File: src/pkg/tpcu_pkg.sv
// package for the timer pwm capture unit: register map, fields, modes
package tpcu_pkg;

  // ==========================================================
  // register byte offsets (8-bit registers, plain port)
  localparam logic [3:0] ADDR_GCTRL   = 4'h0;
  localparam logic [3:0] ADDR_CNT_HI  = 4'h1;
  localparam logic [3:0] ADDR_CNT_LO  = 4'h2;
  localparam logic [3:0] ADDR_MOD_HI  = 4'h3;
  localparam logic [3:0] ADDR_MOD_LO  = 4'h4;
  localparam logic [3:0] ADDR_C0_CTRL = 4'h5;
  localparam logic [3:0] ADDR_C0_VHI  = 4'h6;
  localparam logic [3:0] ADDR_C0_VLO  = 4'h7;
  localparam logic [3:0] ADDR_C1_CTRL = 4'h8;
  localparam logic [3:0] ADDR_C1_VHI  = 4'h9;
  localparam logic [3:0] ADDR_C1_VLO  = 4'hA;
  localparam logic [3:0] ADDR_SYSOPT  = 4'hB;
  localparam logic [3:0] CH_STRIDE    = 4'h3;

  // ==========================================================
  // global control fields
  localparam int GC_OVF   = 7;
  localparam int GC_OVFIE = 6;
  localparam int GC_SYMM  = 5;
  localparam int GC_CLK_H = 4;
  localparam int GC_CLK_L = 3;
  localparam int GC_DV_H  = 2;
  localparam int GC_DV_L  = 0;

  // channel control fields
  localparam int CC_FLAG  = 7;
  localparam int CC_IE    = 6;
  localparam int CC_MS_H  = 5;
  localparam int CC_MS_L  = 4;
  localparam int CC_EL_H  = 3;
  localparam int CC_EL_L  = 2;

  // system option: comparator steering bit
  localparam int SO_CMPSEL = 0;

  localparam int          NUM_CH     = 2;
  localparam logic [7:0]  RST_BYTE   = 8'h00;
  localparam logic [15:0] CNT_ZERO   = 16'h0000;
  localparam logic [15:0] CNT_ONE    = 16'h0001;
  localparam logic [15:0] MOD_FULL   = 16'hFFFF;
  localparam logic [1:0]  EL_NONE    = 2'h0;
  localparam logic [6:0]  DV_ZERO    = 7'h00;

  typedef enum logic [1:0] {
    TPCU_CLK_OFF = 2'h0,
    TPCU_CLK_BUS = 2'h1,
    TPCU_CLK_FIX = 2'h2,
    TPCU_CLK_EXT = 2'h3
  } tpcu_clksrc_t;

  // ==========================================================
  // register bus request
  typedef struct packed {
    logic [3:0] addr;
    logic [7:0] wdata;
    logic       wr;
    logic       rd;
  } tpcu_bus_req_t;

  // channel pin group: oe low while the timer drives the pin
  typedef struct packed {
    logic [NUM_CH-1:0] out;
    logic [NUM_CH-1:0] oe_n;
    logic [NUM_CH-1:0] own;
  } tpcu_pins_t;

endpackage
File: src/design/tpcu_clk_gen.sv
// count enable source: clock selection, synchroniser and prescaler
`timescale 1ns/1ps
module tpcu_clk_gen (
  // clock and reset
  input  wire logic        i_sys_clk,
  input  wire logic        i_rstn,
  // control
  input  wire logic [1:0]  i_clk_sel,
  input  wire logic [2:0]  i_dv_sel,
  // raw sources
  input  wire logic        i_fix_tick,
  input  wire logic        i_ext_clk,
  // single-cycle count enable
  output logic             o_tick
);
  import tpcu_pkg::*;

  logic       ext_s1_reg;
  logic       ext_s2_reg;
  logic       ext_s3_reg;
  logic       fix_s1_reg;
  logic       fix_s2_reg;
  logic       fix_s3_reg;
  logic [6:0] dv_reg;
  logic [6:0] dv_next;
  logic [6:0] dv_mask;
  logic       src_tick;
  logic       ext_rise;
  logic       fix_rise;

  assign ext_rise = ext_s2_reg & ~ext_s3_reg;
  assign fix_rise = fix_s2_reg & ~fix_s3_reg;

  // ==========================================================
  // source selection
  assign src_tick = (i_clk_sel == TPCU_CLK_BUS) ? 1'b1 :
                    (i_clk_sel == TPCU_CLK_FIX) ? fix_rise :
                    (i_clk_sel == TPCU_CLK_EXT) ? ext_rise :
                    1'b0;

  // ==========================================================
  // divide by two to the power of the field
  assign dv_mask = 7'((8'h01 << i_dv_sel) - 8'h01);
  assign dv_next = src_tick ? ((dv_reg & dv_mask) + 7'h01) & dv_mask : dv_reg;
  assign o_tick  = src_tick & ((dv_reg & dv_mask) == dv_mask);

  always_ff @(posedge i_sys_clk) begin
    if (!i_rstn) begin
      ext_s1_reg <= 1'b0;
      ext_s2_reg <= 1'b0;
      ext_s3_reg <= 1'b0;
      fix_s1_reg <= 1'b0;
      fix_s2_reg <= 1'b0;
      fix_s3_reg <= 1'b0;
      dv_reg     <= DV_ZERO;
    end else begin
      ext_s1_reg <= i_ext_clk;
      ext_s2_reg <= ext_s1_reg;
      ext_s3_reg <= ext_s2_reg;
      fix_s1_reg <= i_fix_tick;
      fix_s2_reg <= fix_s1_reg;
      fix_s3_reg <= fix_s2_reg;
      // stopped source holds the prescaler at zero
      dv_reg     <= (i_clk_sel == TPCU_CLK_OFF) ? DV_ZERO : dv_next;
    end
  end

endmodule // tpcu_clk_gen

File: src/design/tpcu_top.sv
// timer pwm capture unit: 16-bit counter, two channels, register port
//
// Notes on behaviour
// - comparator select bit routes comparator into channel 0 capture, pin released.
// - clock source 1:1 picks the external clock pin, shareable elsewhere.
// - prescaler divides selected clock by 1 to 128 in powers of two.
// - 16-bit counter counts up, or up/down in center-aligned mode.
// - modulo 0x0000 or 0xFFFF gives full-range free running.
// - counter reads never disturb counting.
// - any write to either counter byte clears the counter, data ignored.
// - channel losing its pin still runs output compare internally.
// - after reset timer disabled, pins are inputs, pullups off.
// - while timer owns a pin, port settings do not reach it.
// - channel needing no pin returns it to port control.
// - channels independently capture, compare or PWM; center mode is global.
// - capture on rising, falling or either edge per channel.
// - compare match sets, clears or toggles the channel output.
// - PWM output polarity selectable high-true or low-true.
// - one interrupt per channel plus one overflow interrupt.
// - 8-bit global control, 16-bit counter and modulo, per-channel control and value.
// - in up mode the counter is the common channel time base.
// - clock source is bus clock, fixed clock or external pin.
// - source field 0:0 off, 0:1 bus, 1:0 fixed, 1:1 external.
// - 3-bit prescale field divides by two to its value, after selection.
// - overflow flag set on wrap, or at the turn from the top in center mode; clears by read-set then write 0.
// - reading one counter byte latches both until the next read of either counter byte or a write to a counter byte or global control.
`timescale 1ns/1ps
module tpcu_top (
  // clock and reset
  input  wire logic                     i_sys_clk,
  input  wire logic                     i_rstn,
  // register port
  input  wire tpcu_pkg::tpcu_bus_req_t  i_bus,
  output logic [7:0]                    o_rdata,
  // clock sources
  input  wire logic                     i_fix_tick,
  input  wire logic                     i_ext_clk,
  // comparator output
  input  wire logic                     i_cmp_out,
  // channel pins
  input  wire logic [1:0]               i_ch_pin,
  output tpcu_pkg::tpcu_pins_t          o_pins,
  output logic                          o_pullup_en,
  // interrupts
  output logic                          o_ovf_irq,
  output logic [1:0]                    o_ch_irq
);
  import tpcu_pkg::*;

  // ==========================================================
  // registers
  logic [7:0]  gctrl_reg;
  logic [7:0]  sysopt_reg;
  logic [15:0] cnt_reg;
  logic [15:0] cnt_next;
  logic        dn_reg;
  logic        dn_next;
  logic [15:0] mod_reg;
  logic [15:0] latch_reg;
  logic        latched_reg;
  logic        ovf_armed_reg;
  logic [7:0]  rdata_reg;
  logic [7:0]  cctrl_reg [NUM_CH];
  logic [15:0] cval_reg  [NUM_CH];
  logic [15:0] cbuf_reg  [NUM_CH];
  logic [NUM_CH-1:0] carm_reg;
  logic [NUM_CH-1:0] cout_reg;
  logic [NUM_CH-1:0] cin_reg;
  logic        tick;

  // ==========================================================
  // bus decode
  logic        wr_g;
  logic        wr_cnt;
  logic        rd_cnt;
  logic        rd_g;
  logic        wr_mhi;
  logic        wr_mlo;
  logic        wr_so;
  logic [7:0]  rd_mux;
  logic        symm;
  logic [1:0]  clk_sel;
  logic [15:0] top_val;
  logic        at_top;
  logic        ovf_evt;
  logic        ovf_clr;

  assign wr_g    = i_bus.wr & (i_bus.addr == ADDR_GCTRL);
  assign rd_g    = i_bus.rd & (i_bus.addr == ADDR_GCTRL);
  assign wr_cnt  = i_bus.wr & ((i_bus.addr == ADDR_CNT_HI) | (i_bus.addr == ADDR_CNT_LO));
  assign rd_cnt  = i_bus.rd & ((i_bus.addr == ADDR_CNT_HI) | (i_bus.addr == ADDR_CNT_LO));
  assign wr_mhi  = i_bus.wr & (i_bus.addr == ADDR_MOD_HI);
  assign wr_mlo  = i_bus.wr & (i_bus.addr == ADDR_MOD_LO);
  assign wr_so   = i_bus.wr & (i_bus.addr == ADDR_SYSOPT);
  assign symm    = gctrl_reg[GC_SYMM];
  assign clk_sel = gctrl_reg[GC_CLK_H:GC_CLK_L];

  // channel register index: 0 for control, 1 value high, 2 value low
  function automatic logic [3:0] ch_base(input int ch);
    ch_base = 4'(ADDR_C0_CTRL + 4'(ch) * CH_STRIDE);
  endfunction

  // ==========================================================
  // count enable from selected, synchronised, prescaled source
  tpcu_clk_gen u_clk_gen (
    .i_sys_clk  (i_sys_clk),
    .i_rstn     (i_rstn),
    .i_clk_sel  (clk_sel),
    .i_dv_sel   (gctrl_reg[GC_DV_H:GC_DV_L]),
    .i_fix_tick (i_fix_tick),
    .i_ext_clk  (i_ext_clk),
    .o_tick     (tick)
  );

  // ==========================================================
  // counter sequence
  assign top_val = ((mod_reg == CNT_ZERO) | (mod_reg == MOD_FULL)) ? MOD_FULL : mod_reg;
  assign at_top  = (cnt_reg == top_val);

  always_comb begin
    cnt_next = cnt_reg;
    dn_next  = dn_reg;
    ovf_evt  = 1'b0;
    if (tick) begin
      if (symm) begin
        if (!dn_reg && at_top) begin
          dn_next  = 1'b1;
          cnt_next = 16'(cnt_reg - CNT_ONE);
          ovf_evt  = 1'b1;
        end else if (dn_reg && (cnt_reg == CNT_ONE)) begin
          dn_next  = 1'b0;
          cnt_next = CNT_ZERO;
        end else begin
          cnt_next = dn_reg ? 16'(cnt_reg - CNT_ONE) : 16'(cnt_reg + CNT_ONE);
        end
      end else if (at_top) begin
        cnt_next = CNT_ZERO;
        ovf_evt  = 1'b1;
      end else begin
        cnt_next = 16'(cnt_reg + CNT_ONE);
      end
    end
  end

  // flag clears on write 0 after a read saw it set; new overflow wins
  assign ovf_clr = wr_g & ~i_bus.wdata[GC_OVF] & ovf_armed_reg;

  always_ff @(posedge i_sys_clk) begin
    if (!i_rstn) begin
      gctrl_reg     <= RST_BYTE;
      sysopt_reg    <= RST_BYTE;
      cnt_reg       <= CNT_ZERO;
      dn_reg        <= 1'b0;
      mod_reg       <= CNT_ZERO;
      ovf_armed_reg <= 1'b0;
    end else begin
      // counter write clears, data unused
      cnt_reg <= wr_cnt ? CNT_ZERO : cnt_next;
      dn_reg  <= wr_cnt ? 1'b0 : dn_next;
      if (wr_g) begin
        gctrl_reg[GC_OVFIE:GC_DV_L] <= i_bus.wdata[GC_OVFIE:GC_DV_L];
      end
      if (ovf_evt) begin
        gctrl_reg[GC_OVF] <= 1'b1;
      end else if (ovf_clr) begin
        gctrl_reg[GC_OVF] <= 1'b0;
      end
      if (ovf_evt) begin
        ovf_armed_reg <= 1'b0;
      end else if (rd_g && gctrl_reg[GC_OVF]) begin
        ovf_armed_reg <= 1'b1;
      end else if (wr_g) begin
        ovf_armed_reg <= 1'b0;
      end
      if (wr_mhi) begin
        mod_reg[15:8] <= i_bus.wdata;
      end
      if (wr_mlo) begin
        mod_reg[7:0] <= i_bus.wdata;
      end
      if (wr_so) begin
        sysopt_reg <= i_bus.wdata;
      end
    end
  end

  // ==========================================================
  // coherent counter read latch
  always_ff @(posedge i_sys_clk) begin
    if (!i_rstn) begin
      latch_reg   <= CNT_ZERO;
      latched_reg <= 1'b0;
    end else if (wr_cnt || wr_g) begin
      latched_reg <= 1'b0;
    end else if (rd_cnt) begin
      latched_reg <= ~latched_reg;
      if (!latched_reg) begin
        latch_reg <= cnt_reg;
      end
    end
  end

  // ==========================================================
  // channels
  logic [NUM_CH-1:0] cin_src;
  logic [NUM_CH-1:0] cap_evt;
  logic [NUM_CH-1:0] cmp_evt;
  logic [NUM_CH-1:0] pwm_on;
  logic [NUM_CH-1:0] pin_free;
  logic [NUM_CH-1:0] pin_drive;
  logic [NUM_CH-1:0] cflag_set;

  // comparator takes channel 0 input and denies its pin
  assign cin_src[0] = sysopt_reg[SO_CMPSEL] ? i_cmp_out : i_ch_pin[0];
  assign cin_src[1] = i_ch_pin[1];

  for (genvar g = 0; g < NUM_CH; g++) begin : g_ch
    logic [1:0] ms;
    logic [1:0] el;
    logic       rise;
    logic       fall;
    logic       ctrl_wr;
    logic       vhi_wr;
    logic       vlo_wr;
    logic       c_rd;
    logic       shared;
    logic       level;
    assign ms      = cctrl_reg[g][CC_MS_H:CC_MS_L];
    assign el      = cctrl_reg[g][CC_EL_H:CC_EL_L];
    assign ctrl_wr = i_bus.wr & (i_bus.addr == ch_base(g));
    assign vhi_wr  = i_bus.wr & (i_bus.addr == 4'(ch_base(g) + 4'h1));
    assign vlo_wr  = i_bus.wr & (i_bus.addr == 4'(ch_base(g) + 4'h2));
    assign c_rd    = i_bus.rd & (i_bus.addr == ch_base(g));
    assign rise    = cin_src[g] & ~cin_reg[g];
    assign fall    = ~cin_src[g] & cin_reg[g];
    // channel 0 shares the external clock pin
    assign shared  = (g == 0) & (clk_sel == TPCU_CLK_EXT);
    // capture when mode 00, edge select non-zero, clock source not off and not center-aligned
    assign cap_evt[g] = ~symm & (ms == 2'h0) & (clk_sel != TPCU_CLK_OFF) &
                        ((el[0] & rise) | (el[1] & fall));
    assign cmp_evt[g] = tick & ~symm & (ms == 2'h1) & (cnt_next == cval_reg[g]);
    assign pwm_on[g]  = symm | ms[1];
    // high-true pulse when el[0] is clear, low-true when el[0] is set
    assign level      = (cnt_reg < cval_reg[g]);
    assign pin_free[g] = (el == EL_NONE) | shared |
                         ((g == 0) & sysopt_reg[SO_CMPSEL]);
    assign pin_drive[g] = ~pin_free[g] & (pwm_on[g] | (ms == 2'h1));
    assign cflag_set[g] = cap_evt[g] | cmp_evt[g] | (pwm_on[g] & ovf_evt);

    always_ff @(posedge i_sys_clk) begin
      if (!i_rstn) begin
        cctrl_reg[g] <= RST_BYTE;
        cval_reg[g]  <= CNT_ZERO;
        cbuf_reg[g]  <= CNT_ZERO;
        carm_reg[g]  <= 1'b0;
        cout_reg[g]  <= 1'b0;
        cin_reg[g]   <= 1'b0;
      end else begin
        cin_reg[g] <= cin_src[g];
        if (ctrl_wr) begin
          cctrl_reg[g][CC_IE:CC_EL_L] <= i_bus.wdata[CC_IE:CC_EL_L];
        end
        // flag: set wins over clear, clear is read-set then write 0
        if (cflag_set[g]) begin
          cctrl_reg[g][CC_FLAG] <= 1'b1;
          carm_reg[g]           <= 1'b0;
        end else begin
          if (ctrl_wr && carm_reg[g] && !i_bus.wdata[CC_FLAG]) begin
            cctrl_reg[g][CC_FLAG] <= 1'b0;
          end
          if (c_rd && cctrl_reg[g][CC_FLAG]) begin
            carm_reg[g] <= 1'b1;
          end else if (ctrl_wr) begin
            carm_reg[g] <= 1'b0;
          end
        end
        // buffered value: pwm takes new duty at period end
        if (vhi_wr) begin
          cbuf_reg[g][15:8] <= i_bus.wdata;
        end
        if (vlo_wr) begin
          cbuf_reg[g][7:0] <= i_bus.wdata;
        end
        if (cap_evt[g]) begin
          cval_reg[g] <= cnt_reg;
        end else if (!pwm_on[g] && (vhi_wr || vlo_wr)) begin
          cval_reg[g] <= {vhi_wr ? i_bus.wdata : cval_reg[g][15:8],
                          vlo_wr ? i_bus.wdata : cval_reg[g][7:0]};
        end else if (pwm_on[g] && (ovf_evt || clk_sel == TPCU_CLK_OFF)) begin
          cval_reg[g] <= cbuf_reg[g];
        end
        if (cmp_evt[g]) begin
          case (el)
            2'h1:    cout_reg[g] <= ~cout_reg[g];
            2'h2:    cout_reg[g] <= 1'b0;
            2'h3:    cout_reg[g] <= 1'b1;
            default: cout_reg[g] <= cout_reg[g];
          endcase
        end else if (pwm_on[g]) begin
          cout_reg[g] <= el[0] ? ~level : level;
        end
      end
    end
  end

  // ==========================================================
  // read data, one cycle after the strobe
  logic [7:0] cnt_view_hi;
  logic [7:0] cnt_view_lo;
  assign cnt_view_hi = latched_reg ? latch_reg[15:8] : cnt_reg[15:8];
  assign cnt_view_lo = latched_reg ? latch_reg[7:0]  : cnt_reg[7:0];

  always_comb begin
    case (i_bus.addr)
      ADDR_GCTRL:   rd_mux = gctrl_reg;
      ADDR_CNT_HI:  rd_mux = cnt_view_hi;
      ADDR_CNT_LO:  rd_mux = cnt_view_lo;
      ADDR_MOD_HI:  rd_mux = mod_reg[15:8];
      ADDR_MOD_LO:  rd_mux = mod_reg[7:0];
      ADDR_C0_CTRL: rd_mux = cctrl_reg[0];
      ADDR_C0_VHI:  rd_mux = cval_reg[0][15:8];
      ADDR_C0_VLO:  rd_mux = cval_reg[0][7:0];
      ADDR_C1_CTRL: rd_mux = cctrl_reg[1];
      ADDR_C1_VHI:  rd_mux = cval_reg[1][15:8];
      ADDR_C1_VLO:  rd_mux = cval_reg[1][7:0];
      ADDR_SYSOPT:  rd_mux = sysopt_reg;
      default:      rd_mux = RST_BYTE;
    endcase
  end

  always_ff @(posedge i_sys_clk) begin
    if (!i_rstn) begin
      rdata_reg <= RST_BYTE;
    end else begin
      rdata_reg <= i_bus.rd ? rd_mux : RST_BYTE;
    end
  end

  // ==========================================================
  // outputs
  assign o_rdata     = rdata_reg;
  assign o_pins.out  = cout_reg;
  assign o_pins.oe_n = ~pin_drive;
  assign o_pins.own  = ~pin_free;
  // pullups stay off: no pullup control is modelled here
  assign o_pullup_en = 1'b0;
  assign o_ovf_irq   = gctrl_reg[GC_OVF] & gctrl_reg[GC_OVFIE];
  assign o_ch_irq[0] = cctrl_reg[0][CC_FLAG] & cctrl_reg[0][CC_IE];
  assign o_ch_irq[1] = cctrl_reg[1][CC_FLAG] & cctrl_reg[1][CC_IE];

endmodule // tpcu_top

File: config.mk
export PLATFORM = sky130hd
export DESIGN_NAME = tpcu_top
export DESIGN_NICKNAME = d
export VERILOG_FILES = /design/src/pkg/tpcu_pkg.sv /design/src/design/tpcu_clk_gen.sv /design/src/design/tpcu_top.sv
export SDC_FILE = /design/constraint.sdc
export NUM_CORES = 1
export LEC_CHECK = 0
export BUFFER_PORTS_ARGS = -buffer_cell sky130_fd_sc_hd__buf_2
export CAP_MARGIN = 20
export CORE_MARGIN = 4
export CORE_UTILIZATION = 53
export CTS_BUF_LIST = sky130_fd_sc_hd__clkbuf_8
export DETAILED_ROUTE_END_ITERATION = 10
export PLACE_DENSITY_LB_ADDON = 0.2
export SYNTH_ARGS = -nofsm -noshare
export SYNTH_HDL_FRONTEND = slang
export SYNTH_HIERARCHICAL = 1
export SYNTH_SLANG_ARGS = --single-unit
File: constraint.sdc
create_clock -name i_sys_clk -period 3.7 [get_ports i_sys_clk]
set_clock_uncertainty 0.2 [all_clocks]
set_input_delay 0.74 -clock i_sys_clk [delete_from_list [all_inputs] [get_ports i_sys_clk]]
set_output_delay 0.74 -clock i_sys_clk [all_outputs]
set_load 0.005 [all_outputs]
After elaboration in Yosys (flattened, before gate mapping)
Memory sizes are Yosys's and may differ from the RTL's.
Cells that the tools add are included.
{"block": "totals", "ff_bits": 94, "ram_bits": 76, "input_bits": 21, "output_inout_bits": 18, "elab_cells": 321, "memories": 3}
{"block": "op_classes", "n_addsub": 4, "order_cmp": 2, "n_eq_ne": 30, "shifts": 1, "muxes": 113, "n_bitwise": 97, "n_reduce_logical": 47}
{"memory": "cbuf_reg", "words": 2, "width": 16, "read_ports": 2, "rd_clocked_by_memory_dff": 0, "wr": 2, "line_no": "tpcu_top.sv:65", "rtl": "logic [15:0] cbuf_reg [NUM_CH];"}
{"memory": "cval_reg", "words": 2, "width": 16, "read_ports": 2, "rd_clocked_by_memory_dff": 0, "wr": 2, "line_no": "tpcu_top.sv:64", "rtl": "logic [15:0] cval_reg [NUM_CH];"}
{"memory": "cctrl_reg", "words": 2, "width": 6, "read_ports": 2, "rd_clocked_by_memory_dff": 0, "wr": 2, "line_no": "tpcu_top.sv:63", "rtl": "logic [7:0] cctrl_reg [NUM_CH];"}
{"cell": "$mux 16", "n": 13}
{"cell": "$pmux 8 s12", "n": 1}
{"cell": "$mux 1", "n": 85}
{"cell": "$mux 8", "n": 10}
{"cell": "$eq 16x16->1", "n": 3}
{"cell": "$and 1x1->1", "n": 46}
{"cell": "$lt 16x16->1", "n": 2}
{"cell": "$or 1x1->1", "n": 30}
{"cell": "$not 1->1", "n": 17}
{"cell": "$add 16x1->16 const B", "n": 1}
{"cell": "$eq 16x1->1 const B", "n": 1}
{"cell": "$eq 16x16->1 const B", "n": 1}
{"cell": "$eq 4x3->1 const B", "n": 4}
{"cell": "$eq 4x4->1 const B", "n": 4}
{"cell": "$logic_not 16->1", "n": 1}
{"cell": "$reduce_bool 2->1", "n": 8}
{"cell": "$sub 16x1->16 const B", "n": 1}
{"cell": "$and 7x7->7", "n": 2}
{"cell": "$logic_and 1x1->1", "n": 13}
{"cell": "$eq 2x2->1 const B", "n": 6}
{"cell": "$reduce_or 2->1", "n": 6}
{"cell": "$eq 2x1->1 const B", "n": 5}
{"cell": "$logic_not 2->1", "n": 5}
{"cell": "$mux 5", "n": 2}
{"cell": "14 further kinds", "n": 27}

Longest topological paths before layout
{"block": "depth", "word_depth": 17, "ltp_mapped": 17, "mapped_depth_nobuf": 15}

Cells and area by module
The synthesis kept the hierarchy.
{"module": "tpcu_top", "n_inst": 1, "cells_each": 1318, "area_each_um2": 10984.3, "seq_area_each_um2": 3903.7}
{"module": "tpcu_clk_gen", "n_inst": 1, "cells_each": 87, "area_each_um2": 700.7, "seq_area_each_um2": 260.2}

Worst setup path after synthesis
No wires, ideal clock.
{"block": "synth_path", "path_kind": "reg-to-reg", "from": "register cnt_reg[1]", "to": "memory cval_reg[0][0] (enable)", "setup_time_ns": 0.375, "t_arrival_ns": 3.285, "required_ns": 3.125, "path_slack_ns": -0.160, "stages_incl_launch_ff": 14, "n_path_buf": 3, "period_less_slack_ns": 3.860, "path_cell_list": "dfxtp_1 buf_4 nand2_1 nor4_1 o21ai_1 a221oi_2 buf_4 nand2_1 nor2_1 o21ai_0 nor2_1 clkbuf_1 nor3_1 a21oi_1"}
{"element": "start: declaration", "line_no": "tpcu_top.sv:54", "rtl": "logic [15:0] cnt_reg;"}
{"element": "start signal: assignment", "line_no": "tpcu_top.sv:158", "rtl": "cnt_reg <= wr_cnt ? CNT_ZERO : cnt_next;"}
{"element": "end: declaration", "line_no": "tpcu_top.sv:64"}

==> results.ini <==
[status]
status = complete, but fails checks
violations = setup timing

[timing]
relSlewSlack = 0.3852
worstMarginPinSlew_ns = 0.9152
min_period_over_period = 1.123
setup_viol = 8
setup_ws_ns = -0.4554
drv_slew = 0
fin_crit_ns = 4.155
hold_viol_final = 0
rsz0062_at_grt = true
clock.fmax_ghz = 0.2407
fin_setup_tns_ns = -2.663

[placed_design]
dpl-instance-area_mm2 = 0.01412
pre_cts_ws_ns = -0.5987
routabilityCongestion = 1.023
portBuffers = 37
dp_hpwl_mm = 38.11

[worst_setup_path]
cp_data_required_time_ns = 3.70
worstReg2RegEnd = cctrl_reg[0][5]
worstPathCellList = buf_6 > nor4_4 > and4_4 > o21ai_4 > a221oi_2 > buf_4 > buf_4 > a31oi_2 > o31ai_2 > o2111ai_2 > or4_4 > nor4_4 > buf_4 > a21o_1 > or3_4
slowest_stage = or4_4
path_buf_inv = 4
crit_path_max_incr_delay_ns = 0.55
r2r_slack_ns = -0.46
crit_arrival_ns = 4.16
cp-start-kind = register
path_class = reg -> reg
reg2reg_depth = 15
path_max_fanout = 4
end_kind = register
r2r-start = mod_reg[13]
cp_top_family = simple AND/OR/NAND/NOR gates
cp_common_cell = buf_4

[cells_and_area]
syn2layout_area_growth_pct = 28.99
nNetsFinal = 1731
finish.utilization = 0.6928
drive_above_1_share = 0.2866
fillerInstances = 1814
layout.cell_area.non_filler_mm2 = 0.01507
diodes = 0

[logic_synthesis]
synthDominantCellAreaShare = 0.1953
synthArstFlopShare = 0
ys.flop_type = dfxtp_1
synth_area_mm2 = 0.01168
synth_top_cell_by_area = edfxtp_1
synth_edf_count = 76
ys_ff_latch = 170
syn_inst = 1405
yosysSeqAreaShare = 0.3564
synth_top_cells_by_area = edfxtp_1 20%, dfxtp_1 16%, nand2_1 6.2%
synth_cell_type_count = 93
syn-num-nets = 1464
avgSynthCellArea_um2 = 8.317
yosys_warnings = 6

[grt]
grt_pass1_wl_mm = 75.02
globalRouteMet1Util = 0.5327
grt_pass1_vias = 12308
use_met3 = 0.06997
grt_antenna_before_repair = 0
grt-ovfl-total = 0
grt_start_max_net_pins = 50
grt_util_all_layers = 0.4090
met2_usage = 0.6278
busiest_layer = met2

[floorplan]
rows = 54
die_x_um = 156.5
core_mm2 = 0.02176
die_h_um = 156.5
boundaryPins = 39
initial_core_util = 0.5371
dieArea_mm2 = 0.02449

[pwr]
ir_drop_mv = 0.2963
powerDensity_mw_per_mm2 = 283.5
leakagePower_nw = 6.087

[clock_tree]
tritoncts = yes
clkLatencyLatePin_ns = 0.50
clk_pin_slew_ns = 0.10
clock-sinks = 170
root_buffer = clkbuf_8
cts_buffers = 17
htreeDepth = 4
clockBufferDepth = 2

[routing]
drt_iter0_drc = 1618
detail_route.wirelength_mm = 51.10
drc = 0
wl_per_cell_um = 26.01
vias = 12986
drtAntennaViolNets = 0
detail_route.first_pass.iterations = 8
vias_per_cell = 6.609

[hold_path]
whs_endpoint = u_clk_gen/ext_s2_reg
hold_path_depth = 1
hold_path_startpoint = u_clk_gen/ext_s1_reg
hp-class = reg -> reg

[flow_run]
max-cap-violations = 0

-- synthesized netlist by cell type (all sizes together) (31+ instances only) --
library cell	instances
nand2	193
clkbuf	71
ha	38
nand3	47
mux2i	38
and2	65
xnor2	31
a21oi	83
inv	52
nor3	46
o21ai	67
dfxtp	94
a31oi	32
edfxtp	76
nor2	82
-- per-layer routing --
layer	part of all wire	vias up
li1	-	5746
met1	0.38	6090
met2	0.43	910
met3	0.11	240
met4	0.081	0
met5	0	-
-- how the worst max path moves through the flow --
stage,startpoint,endpoint,slack [ns],cells after the start
6_report,mod_reg[13],cctrl_reg[0][5],-0.46,15
5_1_grt,cnt_reg[1],cctrl_reg[0][5],-0.58,16
4_1_cts,mod_reg[14],cctrl_reg[0][5],-0.29,16
3_5_place_dp,gctrl_reg[1],cctrl_reg[0][5],-0.60,18
3_3_place_gp,u_clk_gen/fix_s2_reg,cctrl_reg[0][5],-0.65,18
2_1_floorplan,mod_reg[6],cval_reg[0][0],-0.08,12
-- what timing repair did --
action                     4_1_cts  5_1_grt
setup endpoints to repair       40       57
pin swaps                       25       21
gates resized for setup         69       40
cloned                           0        1
hold buffers                     0        0
buffers inserted                 9        4
-- area by class of cell --
type	count	area, µm²	share of cell area
multi-input combinational	1084	7327	0.4861
sequential	170	4197	0.2784
timing repair buffer	345	2616	0.1736
tap	280	350.3	0.02324
clock buffer	17	234.0	0.01552
inverter	54	207.7	0.01378
clock inverter	15	140.1	0.009298
-- logic make-up after synthesis --
logic type,synth area share
simple gates,0.2561
mux,0.03737
compound gates,0.2203
buf+inv,0.05290
other cells,0.0003209
xor+xnor,0.03598
flops,0.3564
fa+ha+maj,0.04069
-- per-stage QoR --
stage          hold slack [ns]  std cells  power [mW]
2_1_floorplan           0.2118       1405       2.529
3_3_place_gp            0.2187       1919       2.852
3_5_place_dp            0.2291       1920       2.866
4_1_cts                 0.2511       1960       4.195
5_1_grt                 0.2647       1965       4.391
6_report                0.2501       1965       4.273
-- layout by cell type, fill, tap and decap left out, types with 9 or more instances in the layout --
cell type,instances
a211oi_1,10
buf_6,13
a21o_1,21
and3_1,15
or3_1,13
nor2_1,77
a221oi_1,18
nor2b_1,13
edfxtp_1,76
xor2_1,17
a22oi_1,12
inv_1,52
nor3_1,39
nor4_1,20
clkbuf_8,17
o211ai_1,11
nand3_1,46
nand2_1,191
a21oi_1,81
o22ai_1,9
ha_1,38
dfxtp_1,76
o21ai_0,54
nand2b_1,15
and2_1,65
a221o_1,17
mux2i_1,37
dfxtp_2,14
buf_2,37
buf_4,289
xnor2_1,31
a31oi_1,31
nand4_1,18
-- power breakdown --
group / internal (mW) / switching, mW / total [mW]
Clock: 0.543 / 0.796 / 1.34
Sequential: 2.03 / 0.100 / 2.13
Combinational: 0.335 / 0.464 / 0.799
Total: 2.91 / 1.36 / 4.27
Power figures use the tool's default switching activity.
